$ cat src/pkg/csrm_pkg.sv
// constants for the current scale and ramp mode register bank
// assumes a 32-bit apb slave with one aligned word per register
`default_nettype none
package csrm_pkg;
    // register indices as printed; byte address is four times the index
    localparam logic [7:0] PHASE_SCALE_IDX = 8'h06;
    localparam logic [7:0] RAMP_MODE_IDX = 8'h07;
    localparam logic [7:0] BANK_STATUS_IDX = 8'h20;
    localparam logic [9:0] PHASE_SCALE_ADDR = {PHASE_SCALE_IDX, 2'b00};
    localparam logic [9:0] RAMP_MODE_ADDR = {RAMP_MODE_IDX, 2'b00};
    localparam logic [9:0] BANK_STATUS_ADDR = {BANK_STATUS_IDX, 2'b00};
    localparam int ADDR_W = 10;

    // reset values
    localparam logic [31:0] PHASE_SCALE_RST = 32'h0000_0000;
    localparam logic [31:0] RAMP_MODE_RST = 32'h0000_0000;

    // scale field layout: phase p sits at bits 8p+7:8p
    localparam int SCALE_W = 8;
    localparam int PHASE_CNT = 4;
    localparam int MOTOR_CNT = 2;
    localparam logic [8:0] SCALE_FULL = 9'h100;
    localparam logic [7:0] SCALE_MIN_LEGAL = 8'h20;

    // ramp mode field layout
    localparam int MOTOR0_RAMP_LSB = 0;
    localparam int MOTOR1_RAMP_LSB = 2;
    localparam int RAMP_SEL_W = 2;
    localparam int SYNC_UPDATE_BIT = 8;
    localparam int AXIS_INTERP_BIT = 9;
    localparam logic [31:0] RAMP_MODE_MASK = 32'h0000_030F;

    // status layout (read only)
    localparam int STAT_PEND_BIT = 0;
    localparam int STAT_BAD_LSB = 4;

    typedef enum logic [1:0] {
        CSRM_RAMP_POSITION = 2'b00,
        CSRM_RAMP_VEL_POS = 2'b01,
        CSRM_RAMP_VEL_NEG = 2'b10,
        CSRM_RAMP_HOLD = 2'b11
    } csrm_ramp_t;
endpackage
`default_nettype wire

$ cat src/rtl/csrm_mode_dec.sv
// ramp selection field of one motor decoded into one-hot drive commands
// assumes the ramp generator outside acts on exactly one command at a time
`timescale 1ns/1ps
`default_nettype none
module csrm_mode_dec (
    input wire logic [1:0] sel_i,
    output logic position_o,
    output logic vel_pos_o,
    output logic vel_neg_o,
    output logic hold_o
);
    csrm_pkg::csrm_ramp_t mode;

    always_comb begin
        mode = csrm_pkg::csrm_ramp_t'(sel_i);
        position_o = 1'b0;
        vel_pos_o = 1'b0;
        vel_neg_o = 1'b0;
        hold_o = 1'b0;
        case (mode)
            csrm_pkg::CSRM_RAMP_POSITION: position_o = 1'b1;
            csrm_pkg::CSRM_RAMP_VEL_POS: vel_pos_o = 1'b1;
            csrm_pkg::CSRM_RAMP_VEL_NEG: vel_neg_o = 1'b1;
            csrm_pkg::CSRM_RAMP_HOLD: hold_o = 1'b1;
            default: position_o = 1'b1;
        endcase
    end
endmodule
`default_nettype wire

$ cat src/rtl/csrm_scale_dec.sv
// one phase scale factor turned into an effective multiplier out of 256
// assumes the factor comes straight from the bank register
`timescale 1ns/1ps
`default_nettype none
module csrm_scale_dec #(
    parameter int W = 8
) (
    input wire logic [W-1:0] factor_i,
    output logic [W:0] mult_o,
    output logic illegal_o
);
    always_comb begin
        if (factor_i == '0) begin
            mult_o = csrm_pkg::SCALE_FULL;
        end else begin
            mult_o = {1'b0, factor_i};
        end
    end

    // values 1..31 are the host's fault; flagged only, never corrected
    assign illegal_o = (factor_i != '0) && (factor_i < csrm_pkg::SCALE_MIN_LEGAL);
endmodule
`default_nettype wire

$ cat src/rtl/csrm_top.sv
// current scale and ramp mode register bank with apb slave
// assumes apb master in the same clock domain; ramp generators and
// target position registers live outside and act on the outputs
// Function
// - scale register holds four 8-bit phase factors, A, B, C, D from low byte up.
// - a factor of zero means full scale, 256 out of 256.
// - a factor N from 32 to 255 gives N/256 of maximum current.
// - 2-bit ramp select per motor at bits 1:0 and 3:2; 0 is positioning.
// - select 1 runs toward positive peak velocity at peak acceleration.
// - select 2 runs toward negative peak velocity at peak acceleration.
// - select 3 holds velocity; only a stop event changes it.
// - bit 9 picks independent axes or coordinated interpolated ramping.
// - bit 8 set applies both new targets when motor 1 target is written.
//
// Added by the designer: the APB register port.
`timescale 1ns/1ps
`default_nettype none
module csrm_top #(
    parameter int SCALE_W = csrm_pkg::SCALE_W
) (
    input wire logic clk_i,
    input wire logic rstn_i,
    input wire logic psel_i,
    input wire logic penable_i,
    input wire logic pwrite_i,
    input wire logic [csrm_pkg::ADDR_W-1:0] paddr_i,
    input wire logic [31:0] pwdata_i,
    input wire logic [3:0] pstrb_i,
    output logic [31:0] prdata_o,
    output logic pready_o,
    output logic pslverr_o,
    input wire logic motor0_target_wr_i,
    input wire logic motor1_target_wr_i,
    output logic motor0_target_apply_o,
    output logic motor1_target_apply_o,
    output logic [SCALE_W:0] motor0_phase_a_scale_o,
    output logic [SCALE_W:0] motor0_phase_b_scale_o,
    output logic [SCALE_W:0] motor1_phase_c_scale_o,
    output logic [SCALE_W:0] motor1_phase_d_scale_o,
    output logic [1:0] motor0_ramp_select_o,
    output logic [1:0] motor1_ramp_select_o,
    output logic [3:0] motor0_ramp_cmd_o,
    output logic [3:0] motor1_ramp_cmd_o,
    output logic axis_interp_o,
    output logic sync_update_o
);
    localparam int PW = csrm_pkg::PHASE_CNT * SCALE_W;

    // address decode, shared by read and write paths
    function automatic logic [2:0] sel_reg(input logic [csrm_pkg::ADDR_W-1:0] a);
        logic [2:0] s;
        s = 3'h0;
        if (a == csrm_pkg::PHASE_SCALE_ADDR) begin
            s = 3'h1;
        end else if (a == csrm_pkg::RAMP_MODE_ADDR) begin
            s = 3'h2;
        end else if (a == csrm_pkg::BANK_STATUS_ADDR) begin
            s = 3'h4;
        end
        return s;
    endfunction

    logic [PW-1:0] phase_current_scale_r;
    logic [31:0] ramp_mode_control_r;
    logic pready_r;
    logic pslverr_r;
    logic [31:0] prdata_r;
    logic [31:0] prdata_nxt;
    logic sync_pend_r;
    logic apply0_r;
    logic apply1_r;
    logic [2:0] hit;
    logic access;
    logic wr_fire;
    logic rd_fire;
    logic [PW-1:0] scale_nxt;
    logic [31:0] ramp_nxt;
    logic [csrm_pkg::PHASE_CNT-1:0] bad_scale;
    logic [(SCALE_W+1)*csrm_pkg::PHASE_CNT-1:0] mult;
    logic [(SCALE_W+1)*csrm_pkg::PHASE_CNT-1:0] mult_r;
    logic [3:0] cmd0;
    logic [3:0] cmd1;
    logic [3:0] cmd0_r;
    logic [3:0] cmd1_r;
    logic sync_on;

    assign hit = sel_reg(paddr_i);
    // one wait state: pready rises in the second access cycle, read data is
    // captured with it so every bus output leaves a flip-flop
    assign access = psel_i && penable_i && !pready_r;
    assign wr_fire = psel_i && penable_i && pready_r && pwrite_i && !pslverr_r;
    assign rd_fire = access && !pwrite_i;
    assign sync_on = ramp_mode_control_r[csrm_pkg::SYNC_UPDATE_BIT];

    // byte strobes merge into the current value
    always_comb begin
        scale_nxt = phase_current_scale_r;
        ramp_nxt = ramp_mode_control_r;
        for (int b = 0; b < 4; b++) begin
            if (pstrb_i[b]) begin
                scale_nxt[b*8 +: 8] = pwdata_i[b*8 +: 8];
                ramp_nxt[b*8 +: 8] = pwdata_i[b*8 +: 8];
            end
        end
        ramp_nxt = ramp_nxt & csrm_pkg::RAMP_MODE_MASK;
    end

    // exactly one wait state: ready answers the first access cycle
    always_ff @(posedge clk_i or negedge rstn_i) begin
        if (!rstn_i) begin
            pready_r <= 1'b0;
        end else begin
            pready_r <= access;
        end
    end

    // unmapped addresses and writes to the status word are refused
    always_ff @(posedge clk_i or negedge rstn_i) begin
        if (!rstn_i) begin
            pslverr_r <= 1'b0;
        end else begin
            pslverr_r <= access && ((hit == 3'h0) || (pwrite_i && hit[2]));
        end
    end

    always_ff @(posedge clk_i or negedge rstn_i) begin
        if (!rstn_i) begin
            phase_current_scale_r <= csrm_pkg::PHASE_SCALE_RST;
        end else if (wr_fire && hit[0]) begin
            phase_current_scale_r <= scale_nxt;
        end
    end

    always_ff @(posedge clk_i or negedge rstn_i) begin
        if (!rstn_i) begin
            ramp_mode_control_r <= csrm_pkg::RAMP_MODE_RST;
        end else if (wr_fire && hit[1]) begin
            ramp_mode_control_r <= ramp_nxt;
        end
    end

    always_comb begin
        prdata_nxt = 32'h0000_0000;
        if (hit[0]) begin
            prdata_nxt = phase_current_scale_r;
        end else if (hit[1]) begin
            prdata_nxt = ramp_mode_control_r & csrm_pkg::RAMP_MODE_MASK;
        end else if (hit[2]) begin
            prdata_nxt[csrm_pkg::STAT_PEND_BIT] = sync_pend_r;
            prdata_nxt[csrm_pkg::STAT_BAD_LSB +: csrm_pkg::PHASE_CNT] = bad_scale;
        end
    end

    always_ff @(posedge clk_i or negedge rstn_i) begin
        if (!rstn_i) begin
            prdata_r <= 32'h0000_0000;
        end else if (rd_fire) begin
            prdata_r <= prdata_nxt;
        end else if (!access) begin
            prdata_r <= 32'h0000_0000;
        end
    end

    // per-phase decode of the scale factors
    for (genvar p = 0; p < csrm_pkg::PHASE_CNT; p++) begin : g_phase
        csrm_scale_dec #(
            .W(SCALE_W)
        ) u_scale (
            .factor_i(phase_current_scale_r[p*SCALE_W +: SCALE_W]),
            .mult_o(mult[p*(SCALE_W+1) +: SCALE_W+1]),
            .illegal_o(bad_scale[p])
        );
    end

    csrm_mode_dec u_mode0 (
        .sel_i(ramp_mode_control_r[csrm_pkg::MOTOR0_RAMP_LSB +: csrm_pkg::RAMP_SEL_W]),
        .position_o(cmd0[0]),
        .vel_pos_o(cmd0[1]),
        .vel_neg_o(cmd0[2]),
        .hold_o(cmd0[3])
    );

    csrm_mode_dec u_mode1 (
        .sel_i(ramp_mode_control_r[csrm_pkg::MOTOR1_RAMP_LSB +: csrm_pkg::RAMP_SEL_W]),
        .position_o(cmd1[0]),
        .vel_pos_o(cmd1[1]),
        .vel_neg_o(cmd1[2]),
        .hold_o(cmd1[3])
    );

    // multipliers read zero while in reset; full scale shows one edge after release
    always_ff @(posedge clk_i or negedge rstn_i) begin
        if (!rstn_i) begin
            mult_r <= '0;
        end else begin
            mult_r <= mult;
        end
    end

    always_ff @(posedge clk_i or negedge rstn_i) begin
        if (!rstn_i) begin
            cmd0_r <= 4'h1;
        end else begin
            cmd0_r <= cmd0;
        end
    end

    always_ff @(posedge clk_i or negedge rstn_i) begin
        if (!rstn_i) begin
            cmd1_r <= 4'h1;
        end else begin
            cmd1_r <= cmd1;
        end
    end

    // synchronized target update: a motor 0 target write waits for the
    // motor 1 write; clearing the mode releases a waiting target at once
    always_ff @(posedge clk_i or negedge rstn_i) begin
        if (!rstn_i) begin
            sync_pend_r <= 1'b0;
        end else if (!sync_on || motor1_target_wr_i) begin
            sync_pend_r <= 1'b0;
        end else if (motor0_target_wr_i) begin
            sync_pend_r <= 1'b1;
        end
    end

    always_ff @(posedge clk_i or negedge rstn_i) begin
        if (!rstn_i) begin
            apply0_r <= 1'b0;
        end else if (sync_on) begin
            apply0_r <= motor1_target_wr_i;
        end else begin
            apply0_r <= motor0_target_wr_i || sync_pend_r;
        end
    end

    // motor 1 applies on its own write in either mode
    always_ff @(posedge clk_i or negedge rstn_i) begin
        if (!rstn_i) begin
            apply1_r <= 1'b0;
        end else begin
            apply1_r <= motor1_target_wr_i;
        end
    end

    assign prdata_o = prdata_r;
    assign pready_o = pready_r;
    assign pslverr_o = pslverr_r;
    assign motor0_target_apply_o = apply0_r;
    assign motor1_target_apply_o = apply1_r;
    assign motor0_phase_a_scale_o = mult_r[0*(SCALE_W+1) +: SCALE_W+1];
    assign motor0_phase_b_scale_o = mult_r[1*(SCALE_W+1) +: SCALE_W+1];
    assign motor1_phase_c_scale_o = mult_r[2*(SCALE_W+1) +: SCALE_W+1];
    assign motor1_phase_d_scale_o = mult_r[3*(SCALE_W+1) +: SCALE_W+1];
    assign motor0_ramp_select_o = ramp_mode_control_r[csrm_pkg::MOTOR0_RAMP_LSB +: csrm_pkg::RAMP_SEL_W];
    assign motor1_ramp_select_o = ramp_mode_control_r[csrm_pkg::MOTOR1_RAMP_LSB +: csrm_pkg::RAMP_SEL_W];
    assign motor0_ramp_cmd_o = cmd0_r;
    assign motor1_ramp_cmd_o = cmd1_r;
    assign axis_interp_o = ramp_mode_control_r[csrm_pkg::AXIS_INTERP_BIT];
    assign sync_update_o = sync_on;
endmodule
`default_nettype wire

$ cat config.mk
export PLATFORM = sky130hd
export DESIGN_NAME = csrm_top
export DESIGN_NICKNAME = d
export VERILOG_FILES = /design/src/pkg/csrm_pkg.sv /design/src/rtl/csrm_mode_dec.sv /design/src/rtl/csrm_scale_dec.sv /design/src/rtl/csrm_top.sv
export SDC_FILE = /design/constraint.sdc
export NUM_CORES = 1
export LEC_CHECK = 0
export ABC_AREA = 1
export BUFFER_PORTS_ARGS = -buffer_cell sky130_fd_sc_hd__buf_2
export CORE_UTILIZATION = 52
export DETAILED_ROUTE_END_ITERATION = 7
export PLACE_DENSITY = 0.8
export SLEW_MARGIN = 20
export SYNTH_ARGS = -nofsm -noshare
export SYNTH_HDL_FRONTEND = slang
export SYNTH_SLANG_ARGS = --single-unit
$ cat constraint.sdc
create_clock -name clk_i -period 1.7 [get_ports clk_i]
set_input_delay 0.17 -clock clk_i [delete_from_list [all_inputs] [get_ports clk_i]]
set_output_delay 0.17 -clock clk_i [all_outputs]
set_load 0.005 [all_outputs]
======== Word level (Yosys, flattened, before mapping) ========
Index checks and enable logic that the tools add are counted.
word-level totals
  output and inout bits ................... 86
  register bits after elaboration ......... 119
  word-level logic and storage cells ...... 95
  input bits .............................. 53
operators by class
  mux-type cells .......................... 27
  magnitude comparators ................... 4
  equal/unequal tests ..................... 10
  reduce and logical (&&, ||, !) cells .... 39
operators with widths
  kind                                                                          number
  32-bit 2-to-1 mux                                                             3
  9-bit 2-to-1 mux                                                              4
  8-bit zero test                                                               4
  8-bit by 6-bit less-than comparator with 1-bit output, second input constant  4
  8-bit nonzero test                                                            4
  10-bit by 5-bit equality test with 1-bit output, second input constant        2
  1-bit logical AND                                                             14
  1-bit 2-to-1 mux                                                              13
  3-bit 2-to-1 mux                                                              4
  2-bit AND reduction                                                           6
  10-bit by 8-bit equality test with 1-bit output, second input constant        1
  2-bit equality test, second input constant                                    4
  4-bit 2-to-1 mux                                                              2
  2-bit by 1-bit equality test with 1-bit output, second input constant         2
  1-bit zero test                                                               4
  2-bit zero test                                                               2
  3-bit zero test                                                               1
  1-bit logical OR                                                              3
  2-bit 2-to-1 mux                                                              1
  2-bit by 1-bit inequality test with 1-bit output, second input constant       1
  2-bit nonzero test                                                            1

======== Logic depth before layout (Yosys ltp) ========
Gate-level depths: netlist of the first run.
  word-level depth ........................ 8
  depth in mapped cells ................... 8
  mapped depth without buffers ............ 8

======== Hierarchy ========
Synthesis of the first run repeated with hierarchy kept, for this count alone.
unflattened totals
  cell total of the unflattened synthesis .. 523
  area total of the unflattened synthesis .. 4777.1 µm²
modules (own cells, without submodules)
  module          seq. area each (µm²)  area each (µm²)  instances  cells an instance
  csrm_top        2980.4                4434.3           1          437
  csrm_scale_dec  0.0                   72.6             4          18
  csrm_mode_dec   0.0                   26.3             2          7

======== Worst setup path before layout of the first run ========
Ideal clock, no wire load.
  path type ............................... register to register
  from .................................... reg pslverr_r (netlist: pslverr_o)
  to ...................................... reg phase_current_scale_r[5]
  library setup time ...................... 0.118 ns
  path slack .............................. 0.257 ns
  arrival time ............................ 1.326 ns
  cell stages (with the launch flop) ...... 9
  clock period less this slack ............ 1.443 ns
  buffers on the path ..................... 2
  cells stage by stage .................... dfrtp_1 -> inv_1 -> nand2_1 -> nor2_2 -> buf_6 -> nand4_4 -> buf_6 -> nand2_1 -> o21ai_2
between the ends
  longest elaborated chain between the ends .. 4
ends and longest elaborated chain
  element                               RTL line         RTL
  start, declared                       csrm_top.sv:66   logic pslverr_r;
  start signal, assigned                csrm_top.sv:122  pslverr_r <= access && ((hit == 3'h0) || (pwrite_i && hit[2]));
  1-bit zero test                       csrm_top.sv:91   assign wr_fire = psel_i && penable_i && pready_r && pwrite_i && !pslverr_r;
  1-bit logical AND                     csrm_top.sv:91
  1-bit logical AND                     csrm_top.sv:129  end else if (wr_fire && hit[0]) begin
  2-bit AND reduction (no source line)  --
  end signal, assigned                  csrm_top.sv:128  phase_current_scale_r <= csrm_pkg::PHASE_SCALE_RST;
  end signal, assigned                  csrm_top.sv:130  phase_current_scale_r <= scale_nxt;
  end, declared                         csrm_top.sv:63   logic [PW-1:0] phase_current_scale_r;
No other way between the ends.
A chain may end at the register's enable or synchronous reset.

======== Worst setup path in the final report of the first run ========
  from .................................... reg pslverr_r (netlist: pslverr_o)
  to ...................................... reg phase_current_scale_r[7]
The elaborated chain is that of the path after synthesis.

==> results_dict.tcl, run 1 <==
set metrics [dict create \
    outcome "finished, final reports clean" \
    leakagePower_nw 3.65 \
    globalRoute.busiestLayer "met2" \
    regArea_um2 2980 \
    numPortBuffers 138 \
    synth-seq-cells 119 \
    path_buf_inv 2 \
    synth.area.top_cells "dfrtp_1 (60%), nand2_1 (11%), o21ai_2 (5.8%)" \
    holdCritPathClass "in2reg" \
    postSynthNetCount 554 \
    max_stage_delay_ns 0.41 \
    num_rows 34 \
    numCtsBuffers 17 \
    routed_via_density 5.09 \
    drc_errors 0 \
    path_common_cell "nand2_1" \
    max-cap-violations 0 \
    cts_max_path_buffers 2 \
    fin_ws_ns 0.135 \
    crit_path_top_delay_cell "dfrtp_1" \
    multi_input_area_um2 1500 \
    powerDensity_nw_per_um2 1000 \
    die_w_um 98.8 \
    layout_common_cells "nand2_1 (146), buf_2 (137), dfrtp_1 (117)" \
    use_met2 0.428 \
    cpLargestDelayFamily "simple AND/OR/NAND/NOR gates" \
    async_flop_share 1.00 \
    synth_flop_cell "dfrtp_1" \
    startpoint_type "flip-flop" \
    period_minus_slack_ns 1.57 \
    core_area_um2 8890 \
    cts-root-buf "clkbuf_8" \
    htree_levels 4 \
    p_total_mw 6.61 \
    avgSynthCellArea_um2 9.72 \
    utilization 0.741 \
    yosysTopAreaCell "dfrtp_1" \
    arrival_ns 1.96 \
    place_hpwl_um 7670 \
    ys_warn_count 0 \
    slew_headroom 0.650 \
    hold_viol_final 0 \
    firstDrtPassIters 5 \
    finClkSkew_ns 0.00760 \
    crit_fanout 16 \
    die_height_um 98.8 \
    nets 716 \
    ys_seq_area_frac 0.612 \
    critPathRequiredTime_ns 2.10 \
    cts_tree "done" \
    ys_types 23 \
    vias 4003 \
    drv_slew 0 \
    final_common_cell "nand2_1" \
    yosysTopAreaCellShare 0.601 \
    grt_pass1_wl_um 19500 \
    fmax_mhz 639 \
    fillers 622 \
    worst_pin_slew_ns 0.525 \
    tns_ns 0 \
    setup_violations 0 \
    cp_cell_sequence "inv_1, nand2_1, nor2_2, buf_4, nand4_4, nand2_1, o21ai_2" \
    synth_edf_count 0 \
    layout-drive-gt1-share 0.345 \
    routabilityCongestion 0.843 \
    endpoint_kind "flip-flop" \
    wire_per_inst_um 15.1 \
    synth_area_um2 4870 \
    post-route-period-util 0.921 \
    ir_drop_mv 0.798 \
    clkTransAtPathRegs_ns 0.05 \
    drt_iter0_drc 202 \
    area_growth_pct 35.3 \
    cts.sinks 119 \
    grt_overflow 0 \
    gr-usage-all-layers 0.265 \
    post-place-ws_ns 0.157 \
    path_class "reg2reg" \
    grt_pass1_vias 4060 \
    io_pins 139 \
    ant_nets 0 \
    rsz0062_at_grt "false" \
    clk-insertion-delay-late_ns 0.52 \
    grt_antenna_before_repair 2 \
    start_util 0.548 \
    finalWirelength_um 11900 \
    met3_usage 0.0716 \
    grt_max_degree 43 \
    met1_usage 0.326 \
    die_area_um2 9750 \
    synthCells 501 \
]
[where the power goes]
group,internal (mW),total (mW),switching (mW),leakage (nW)
Clock,2.15,3.43,1.28,0.281
Combinational,0.145,0.329,0.184,1.74
Sequential,2.84,2.85,0.00465,1.63
Total,5.14,6.61,1.47,3.65
[worst paths after layout]
check,start,to,slack (ns),depth (start not counted)
max in group asynchronous,rstn_i,phase_current_scale_r[26]$_DFFE_PN0P_,0.92,3
min,paddr_i[6],pslverr_o$_DFF_PN0_,0.06,5
max reg2reg,pslverr_o$_DFF_PN0_,phase_current_scale_r[7]$_DFFE_PN0P_,0.13,7
min reg2reg,phase_current_scale_r[22]$_DFFE_PN0P_,mult_r[24]$_DFF_PN0_,0.42,0
min in group asynchronous,rstn_i,mult_r[14]$_DFF_PN0_,0.17,2
max,pslverr_o$_DFF_PN0_,phase_current_scale_r[7]$_DFFE_PN0P_,0.13,7
[flip-flops by register name (all words and copies together), names as in the netlist]
register	flops
phase_current_scale_r	32
prdata_o	32
pready_o	1
pslverr_o	1
motor1_target_apply_o	1
sync_pend_r	1
ramp_mode_control_r	6
motor1_ramp_cmd_o	4
motor0_ramp_cmd_o	4
mult_r	36
motor0_target_apply_o	1
[worst min-delay path: cells and delay by family]
family        cells  cell delay, ns
simple gates      4            0.26
buf+inv           1            0.10
[timing repair]
action,4_1_cts,5_1_grt
hold endpoints to repair,79,0
hold buffers,40,0
gates resized for setup,0,0
setup buffers,0,0
endpoints found under the setup margin,0,0
[cell families after synthesis]
family	count (synthesis)	synth area share
flip-flops	119	0.612
AND/OR/NAND/NOR	233	0.226
buffers and inverters	94	0.0807
AO/OA/AOI/OAI	55	0.0812
[metrics by stage]
stage,cell area [um2],std cells,hold WS [ns]
after detailed placement,5610,712,0.187
after floorplan,4870,501,-0.126
after global routing,6590,786,0.0872
after CTS,6580,784,0.0453
after global placement,5610,712,0.182
final,6590,786,0.0561
[cell type report]
| cell class | instances | area share |
|---|---|---|
| diodes | 2 | 0.000760 |
| well taps | 108 | 0.0205 |
| flip-flops and latches | 119 | 0.452 |
| repair buffers | 189 | 0.184 |
| multi-input cells | 288 | 0.228 |
| clock inverters | 12 | 0.0192 |
| inverters | 48 | 0.0273 |
| clock buffers | 20 | 0.0676 |
[synth_stat cells (5+ instances only)]
| library cell | instances |
|---|---|
| nand2_1 | 146 |
| dfrtp_1 | 117 |
| inv_1 | 48 |
| clkbuf_1 | 38 |
| o21ai_2 | 32 |
| nand3_1 | 26 |
| nor2_1 | 26 |
| o21ai_0 | 23 |
| nor3_1 | 10 |
| nand4_1 | 7 |
| buf_6 | 5 |
[per-layer routing]
layer	wire length, um	part of all wire
met1	4940	0.42
met2	5920	0.50
met3	598	0.050
met4	431	0.036
met5	0	0
Power figures use the tool's default switching activity.
==> run 2, diff against run 1 <==
--- a/config.mk
+++ b/config.mk
@@ -6,10 +6,12 @@
 export NUM_CORES = 1
 export LEC_CHECK = 0
 export ABC_AREA = 1
+export ABC_CLOCK_PERIOD_IN_PS = 1700
 export BUFFER_PORTS_ARGS = -buffer_cell sky130_fd_sc_hd__buf_2
 export CORE_UTILIZATION = 52
 export DETAILED_ROUTE_END_ITERATION = 7
 export PLACE_DENSITY = 0.8
+export RECOVER_POWER = 50
 export SLEW_MARGIN = 20
 export SYNTH_ARGS = -nofsm -noshare
 export SYNTH_HDL_FRONTEND = slang
==> results_dict.tcl, run 2 (same netlist as run 1, synthesis figures left out) <==
set metrics [dict create \
    outcome "finished, final reports clean" \
    slew_headroom 0.347 \
    die_area_um2 9750 \
    grt_pass1_vias 4060 \
    ir_drop_mv 0.814 \
    vias 4001 \
    grt_pass1_wl_um 19500 \
    finalWirelength_um 11900 \
    worstHoldEndpoint "pslverr_o$_DFF_PN0_" \
    wire_per_inst_um 15.1 \
    clk-insertion-delay-late_ns 0.51 \
    layout-drive-gt1-share 0.343 \
    r2r.worst_path.cells 7 \
    hold_viol_final 0 \
    path_class "reg2reg" \
    ant_nets 0 \
    htree_levels 4 \
    die_height_um 98.8 \
    dpl-instance-area_um2 5610 \
    largest_reg_flops 36 \
    firstDrtPassIters 5 \
    arrival_ns 1.96 \
    min_from "paddr_i[6]" \
    worst_pin_slew_ns 0.980 \
    gr-usage-all-layers 0.265 \
    leakagePower_nw 3.65 \
    powerDensity_nw_per_um2 1000 \
    routabilityCongestion 0.843 \
    startpoint_type "flip-flop" \
    fmax_mhz 640 \
    io_pins 139 \
    grt_antenna_before_repair 2 \
    cts_resized 0 \
    post-route-period-util 0.920 \
    r2r_end "phase_current_scale_r[7]$_DFFE_PN0P_" \
    endpoint_kind "flip-flop" \
    routed_via_density 5.09 \
    finClkSkew_ns 0.00599 \
    drc_errors 0 \
    setup_violations 0 \
    critPathRequiredTime_ns 2.09 \
    r2r_slack_ns 0.14 \
    numCtsBuffers 17 \
    holdPathStages 5 \
    grt_overflow 0 \
    regMostFlops "mult_r" \
    layout_common_cells "nand2_1 (146), buf_2 (136), dfrtp_1 (117)" \
    die_w_um 98.8 \
    core_area_um2 8890 \
    start_util 0.548 \
    drt_iter0_drc 204 \
    num_rows 34 \
    clkTransAtPathRegs_ns 0.05 \
    final_common_cell "nand2_1" \
    r2r_start "pslverr_o$_DFF_PN0_" \
    cts-root-buf "clkbuf_8" \
    grt_max_degree 43 \
    place_hpwl_um 7670 \
    crit_fanout 16 \
    area_growth_pct 35.0 \
    max-cap-violations 0 \
    cts_tree "done" \
    cts_max_path_buffers 2 \
    numPortBuffers 138 \
    nets 716 \
    fin_area_um2 6570 \
    rsz0062_at_grt "false" \
    cts.sinks 119 \
    drv_slew 0 \
    period_minus_slack_ns 1.56 \
    holdCritPathClass "in2reg" \
    tns_ns 0 \
]
-- run 2: cell types whose count changed in the layout (fill, tap and decap cells not counted), sizes merged --
cell,delta
buf,-4
clkbuf,+4
-- run 2: stage by stage --
step                       util  worst slack (ns)  power (mW)  hold slack (ns)  cells
final                     0.739             0.137        6.59           0.0602    786
after global routing      0.739            0.0421        6.80           0.0872    786
after CTS                 0.741             0.169        6.62           0.0453    784
after detailed placement  0.631             0.157        3.15            0.187    712
after global placement    0.631             0.195        3.15            0.182    712
after floorplan               -             0.257        2.97           -0.126    501
-- run 2: worst max-delay path by stage --
| stage | start | slack [ns] | endpoint | cells after the start |
|---|---|---|---|---|
| after floorplan | pslverr_o$_DFF_PN0_ | 0.26 | phase_current_scale_r[5]$_DFFE_PN0P_ | 8 |
| after global placement | paddr_i[5] | 0.19 | phase_current_scale_r[28]$_DFFE_PN0P_ | 7 |
| after detailed placement | paddr_i[5] | 0.16 | phase_current_scale_r[20]$_DFFE_PN0P_ | 7 |
| after CTS | pslverr_o$_DFF_PN0_ | 0.17 | phase_current_scale_r[14]$_DFFE_PN0P_ | 7 |
| after global routing | rstn_i | 0.04 | mult_r[35]$_DFF_PN0_ | 3 |
| final | pslverr_o$_DFF_PN0_ | 0.14 | phase_current_scale_r[7]$_DFFE_PN0P_ | 7 |
-- run 2: repair_timing --
action	4_1_cts	5_1_grt
hold buffers	40	0
setup buffers	0	0
endpoints found under the hold margin	79	0
-- run 2: per-layer routing --
| layer | track usage | wire [um] | vias to the layer above | share of wire |
|---|---|---|---|---|
| met5 | 0 | 0 | - | 0 |
| met4 | 0.142 | 410 | 0 | 0.034 |
| met3 | 0.0716 | 675 | 35 | 0.057 |
| met2 | 0.428 | 5910 | 181 | 0.50 |
| met1 | 0.326 | 4890 | 1898 | 0.41 |
| li1 | - | - | 1887 | - |
-- run 2: cell type report --
class / count / area [um2]
antenna: 2 / 5.00
clock buffer: 20 / 445
clock inverter: 12 / 126
fill: 624 / 2320
inverter: 48 / 180
multi-input combinational: 288 / 1500
sequential: 119 / 2980
tap: 108 / 135
timing repair buffer: 189 / 1190
-- run 2: critical path, cell delays in order (launching register included) --
cell and delay [ns]:
dfrtp_1 0.41, inv_1 0.07, nand2_1 0.06, nor2_2 0.10, buf_4 0.25, nand4_4 0.29, nand2_1 0.19, o21ai_2 0.07
-- run 2: power breakdown --
part | switching (mW) | leakage [nW] | internal (mW) | total, mW
Clock | 1.27 | 0.281 | 2.15 | 3.43
Combinational | 0.183 | 1.73 | 0.140 | 0.323
Sequential | 0.00468 | 1.63 | 2.84 | 2.85
==> run 3, diff against run 2 <==
--- a/config.mk
+++ b/config.mk
@@ -8,6 +8,7 @@
 export ABC_AREA = 1
 export ABC_CLOCK_PERIOD_IN_PS = 1700
 export BUFFER_PORTS_ARGS = -buffer_cell sky130_fd_sc_hd__buf_2
+export CORE_MARGIN = 4
 export CORE_UTILIZATION = 52
 export DETAILED_ROUTE_END_ITERATION = 7
 export PLACE_DENSITY = 0.8
==> results_dict.tcl, run 3 (same netlist as run 1, synthesis figures left out) <==
set metrics [dict create \
    combPwrFrac 0.049 \
    p_clk_frac 0.513 \
    drc_errors 0 \
    cts_tree "done" \
    hold_buffers 40 \
    startpoint_type "flip-flop" \
    path_buf_inv 2 \
    nets 714 \
    dpl-instance-area_um2 5610 \
    dp_cells 713 \
    die_height_um 105 \
    cts_resized 0 \
    sw_frac_of_total 0.217 \
    cts.sinks 119 \
    period_minus_slack_ns 1.50 \
    critPathRequiredTime_ns 2.08 \
    post_cts_buffers 0 \
    htree_levels 4 \
    powerDensity_nw_per_um2 992 \
    p_int_mw 5.09 \
    layout-drive-gt1-share 0.339 \
    leakagePower_nw 3.62 \
    p_total_mw 6.50 \
    worst-path-stages 7 \
    area_growth_pct 34.6 \
    clkTransAtPathRegs_ns 0.05 \
    seqPwrFrac 0.438 \
    cp_cell_sequence "inv_1, nand2_1, nor2_2, buf_12, nand4_4, nand2_1, o21ai_2" \
    slew_headroom 0.370 \
    ir_drop_mv 0.667 \
    max-cap-violations 0 \
    routed_via_density 4.91 \
    numCtsBuffers 17 \
    max_stage_delay_ns 0.40 \
    core_area_um2 9200 \
    cts-root-buf "clkbuf_8" \
    ant_nets 0 \
    firstDrtPassIters 4 \
    arrival_ns 1.88 \
    drv_slew 0 \
    hold_viol_final 0 \
    tns_ns 0 \
    grt_pass1_wl_um 19400 \
    cpLargestDelayFamily "simple AND/OR/NAND/NOR gates" \
    largest_reg_flops 36 \
    routabilityCongestion 0.860 \
    holdPathStages 5 \
    numPortBuffers 138 \
    worst_pin_slew_ns 0.944 \
    fin_area_um2 6560 \
    regMostFlops "mult_r" \
    grt_antenna_before_repair 1 \
    start_util 0.529 \
    utilization 0.713 \
    path_common_cell "nand2_1" \
    path_class "reg2reg" \
    grt_pass1_vias 4048 \
    place_hpwl_um 8040 \
    clk-insertion-delay-late_ns 0.49 \
    gr-usage-all-layers 0.224 \
    cts_max_path_buffers 2 \
    die_area_um2 11000 \
    wire_per_inst_um 14.8 \
    die_w_um 105 \
    holdCritPathClass "in2reg" \
    endpoint_kind "flip-flop" \
    outcome "finished, final reports clean" \
    setup_violations 0 \
    drt_iter0_drc 176 \
    grt_max_degree 47 \
    grt_overflow 0 \
    rsz0062_at_grt "false" \
    layout_common_cells "nand2_1 (146), buf_2 (136), dfrtp_1 (117)" \
    fin_cells 785 \
    fmax_mhz 667 \
    crit_fanout 16 \
    r2r.worst_path.cells 7 \
    finClkSkew_ns 0.00654 \
    power.switching_mw 1.41 \
    crit_path_top_delay_cell "dfrtp_1" \
    finalWirelength_um 11600 \
    num_rows 35 \
    vias 3854 \
    io_pins 139 \
    final_common_cell "nand2_1" \
    post-route-period-util 0.882 \
]
[run 3: cell count changes in the layout (fill, tap and decap cells not counted), sizes merged]
cell	previous run	this run
buf	145	143
clkbuf	24	23
clkinv	7	4
clkinvlp	2	4
diode	2	1
inv	49	50
[run 3: tightest hold or removal path, stage by stage]
cell	delay, ns
buf_2	0.10
nor2_1	0.06
nand3_1	0.10
nor3_1	0.05
nor2_1	0.08
[run 3: power groups by stage]
stage / Sequential [mW] / Clock [mW] / Combinational, mW
CTS: 2.85 / 3.38 / 0.329
global placement: 2.89 / 0 / 0.252
detailed placement: 2.89 / 0 / 0.257
finish: 2.85 / 3.34 / 0.321
floorplan: 2.90 / 0 / 0.0786
global route: 2.85 / 3.53 / 0.358
[run 3: area by class of cell]
| cell class | instances | area (um2) |
|---|---|---|
| clock inverters | 12 | 128 |
| diodes | 1 | 2.50 |
| flip-flops and latches | 119 | 2980 |
| repair buffers | 187 | 1190 |
| well taps | 111 | 139 |
| clock buffers | 19 | 432 |
| fillers | 697 | 2640 |
| multi-input cells | 288 | 1500 |
| inverters | 48 | 180 |
[run 3: layer usage]
layer  part of all wire  track usage
met2               0.51        0.374
met1               0.42        0.276
met5             0.0011            0
met4              0.016       0.0918
met3              0.054       0.0587
[run 3: worst paths after layout]
path	endpoint	from	slack, ns
min	pslverr_o$_DFF_PN0_	paddr_i[5]	0.10
max in group asynchronous	mult_r[2]$_DFF_PN0_	rstn_i	0.28
min reg2reg	mult_r[12]$_DFF_PN0_	phase_current_scale_r[11]$_DFFE_PN0P_	0.43
min in group asynchronous	mult_r[13]$_DFF_PN0_	rstn_i	0.36
max	phase_current_scale_r[20]$_DFFE_PN0P_	pslverr_o$_DFF_PN0_	0.20
max reg2reg	phase_current_scale_r[20]$_DFFE_PN0P_	pslverr_o$_DFF_PN0_	0.20
[run 3: stage by stage]
step | hold WS [ns] | setup slack, ns
3_5_place_dp | 0.172 | -0.00353
2_1_floorplan | -0.126 | 0.257
3_3_place_gp | 0.169 | 0.116
5_1_grt | 0.109 | 0.0501
6_report | 0.104 | 0.201
4_1_cts | 0.0825 | 0.198
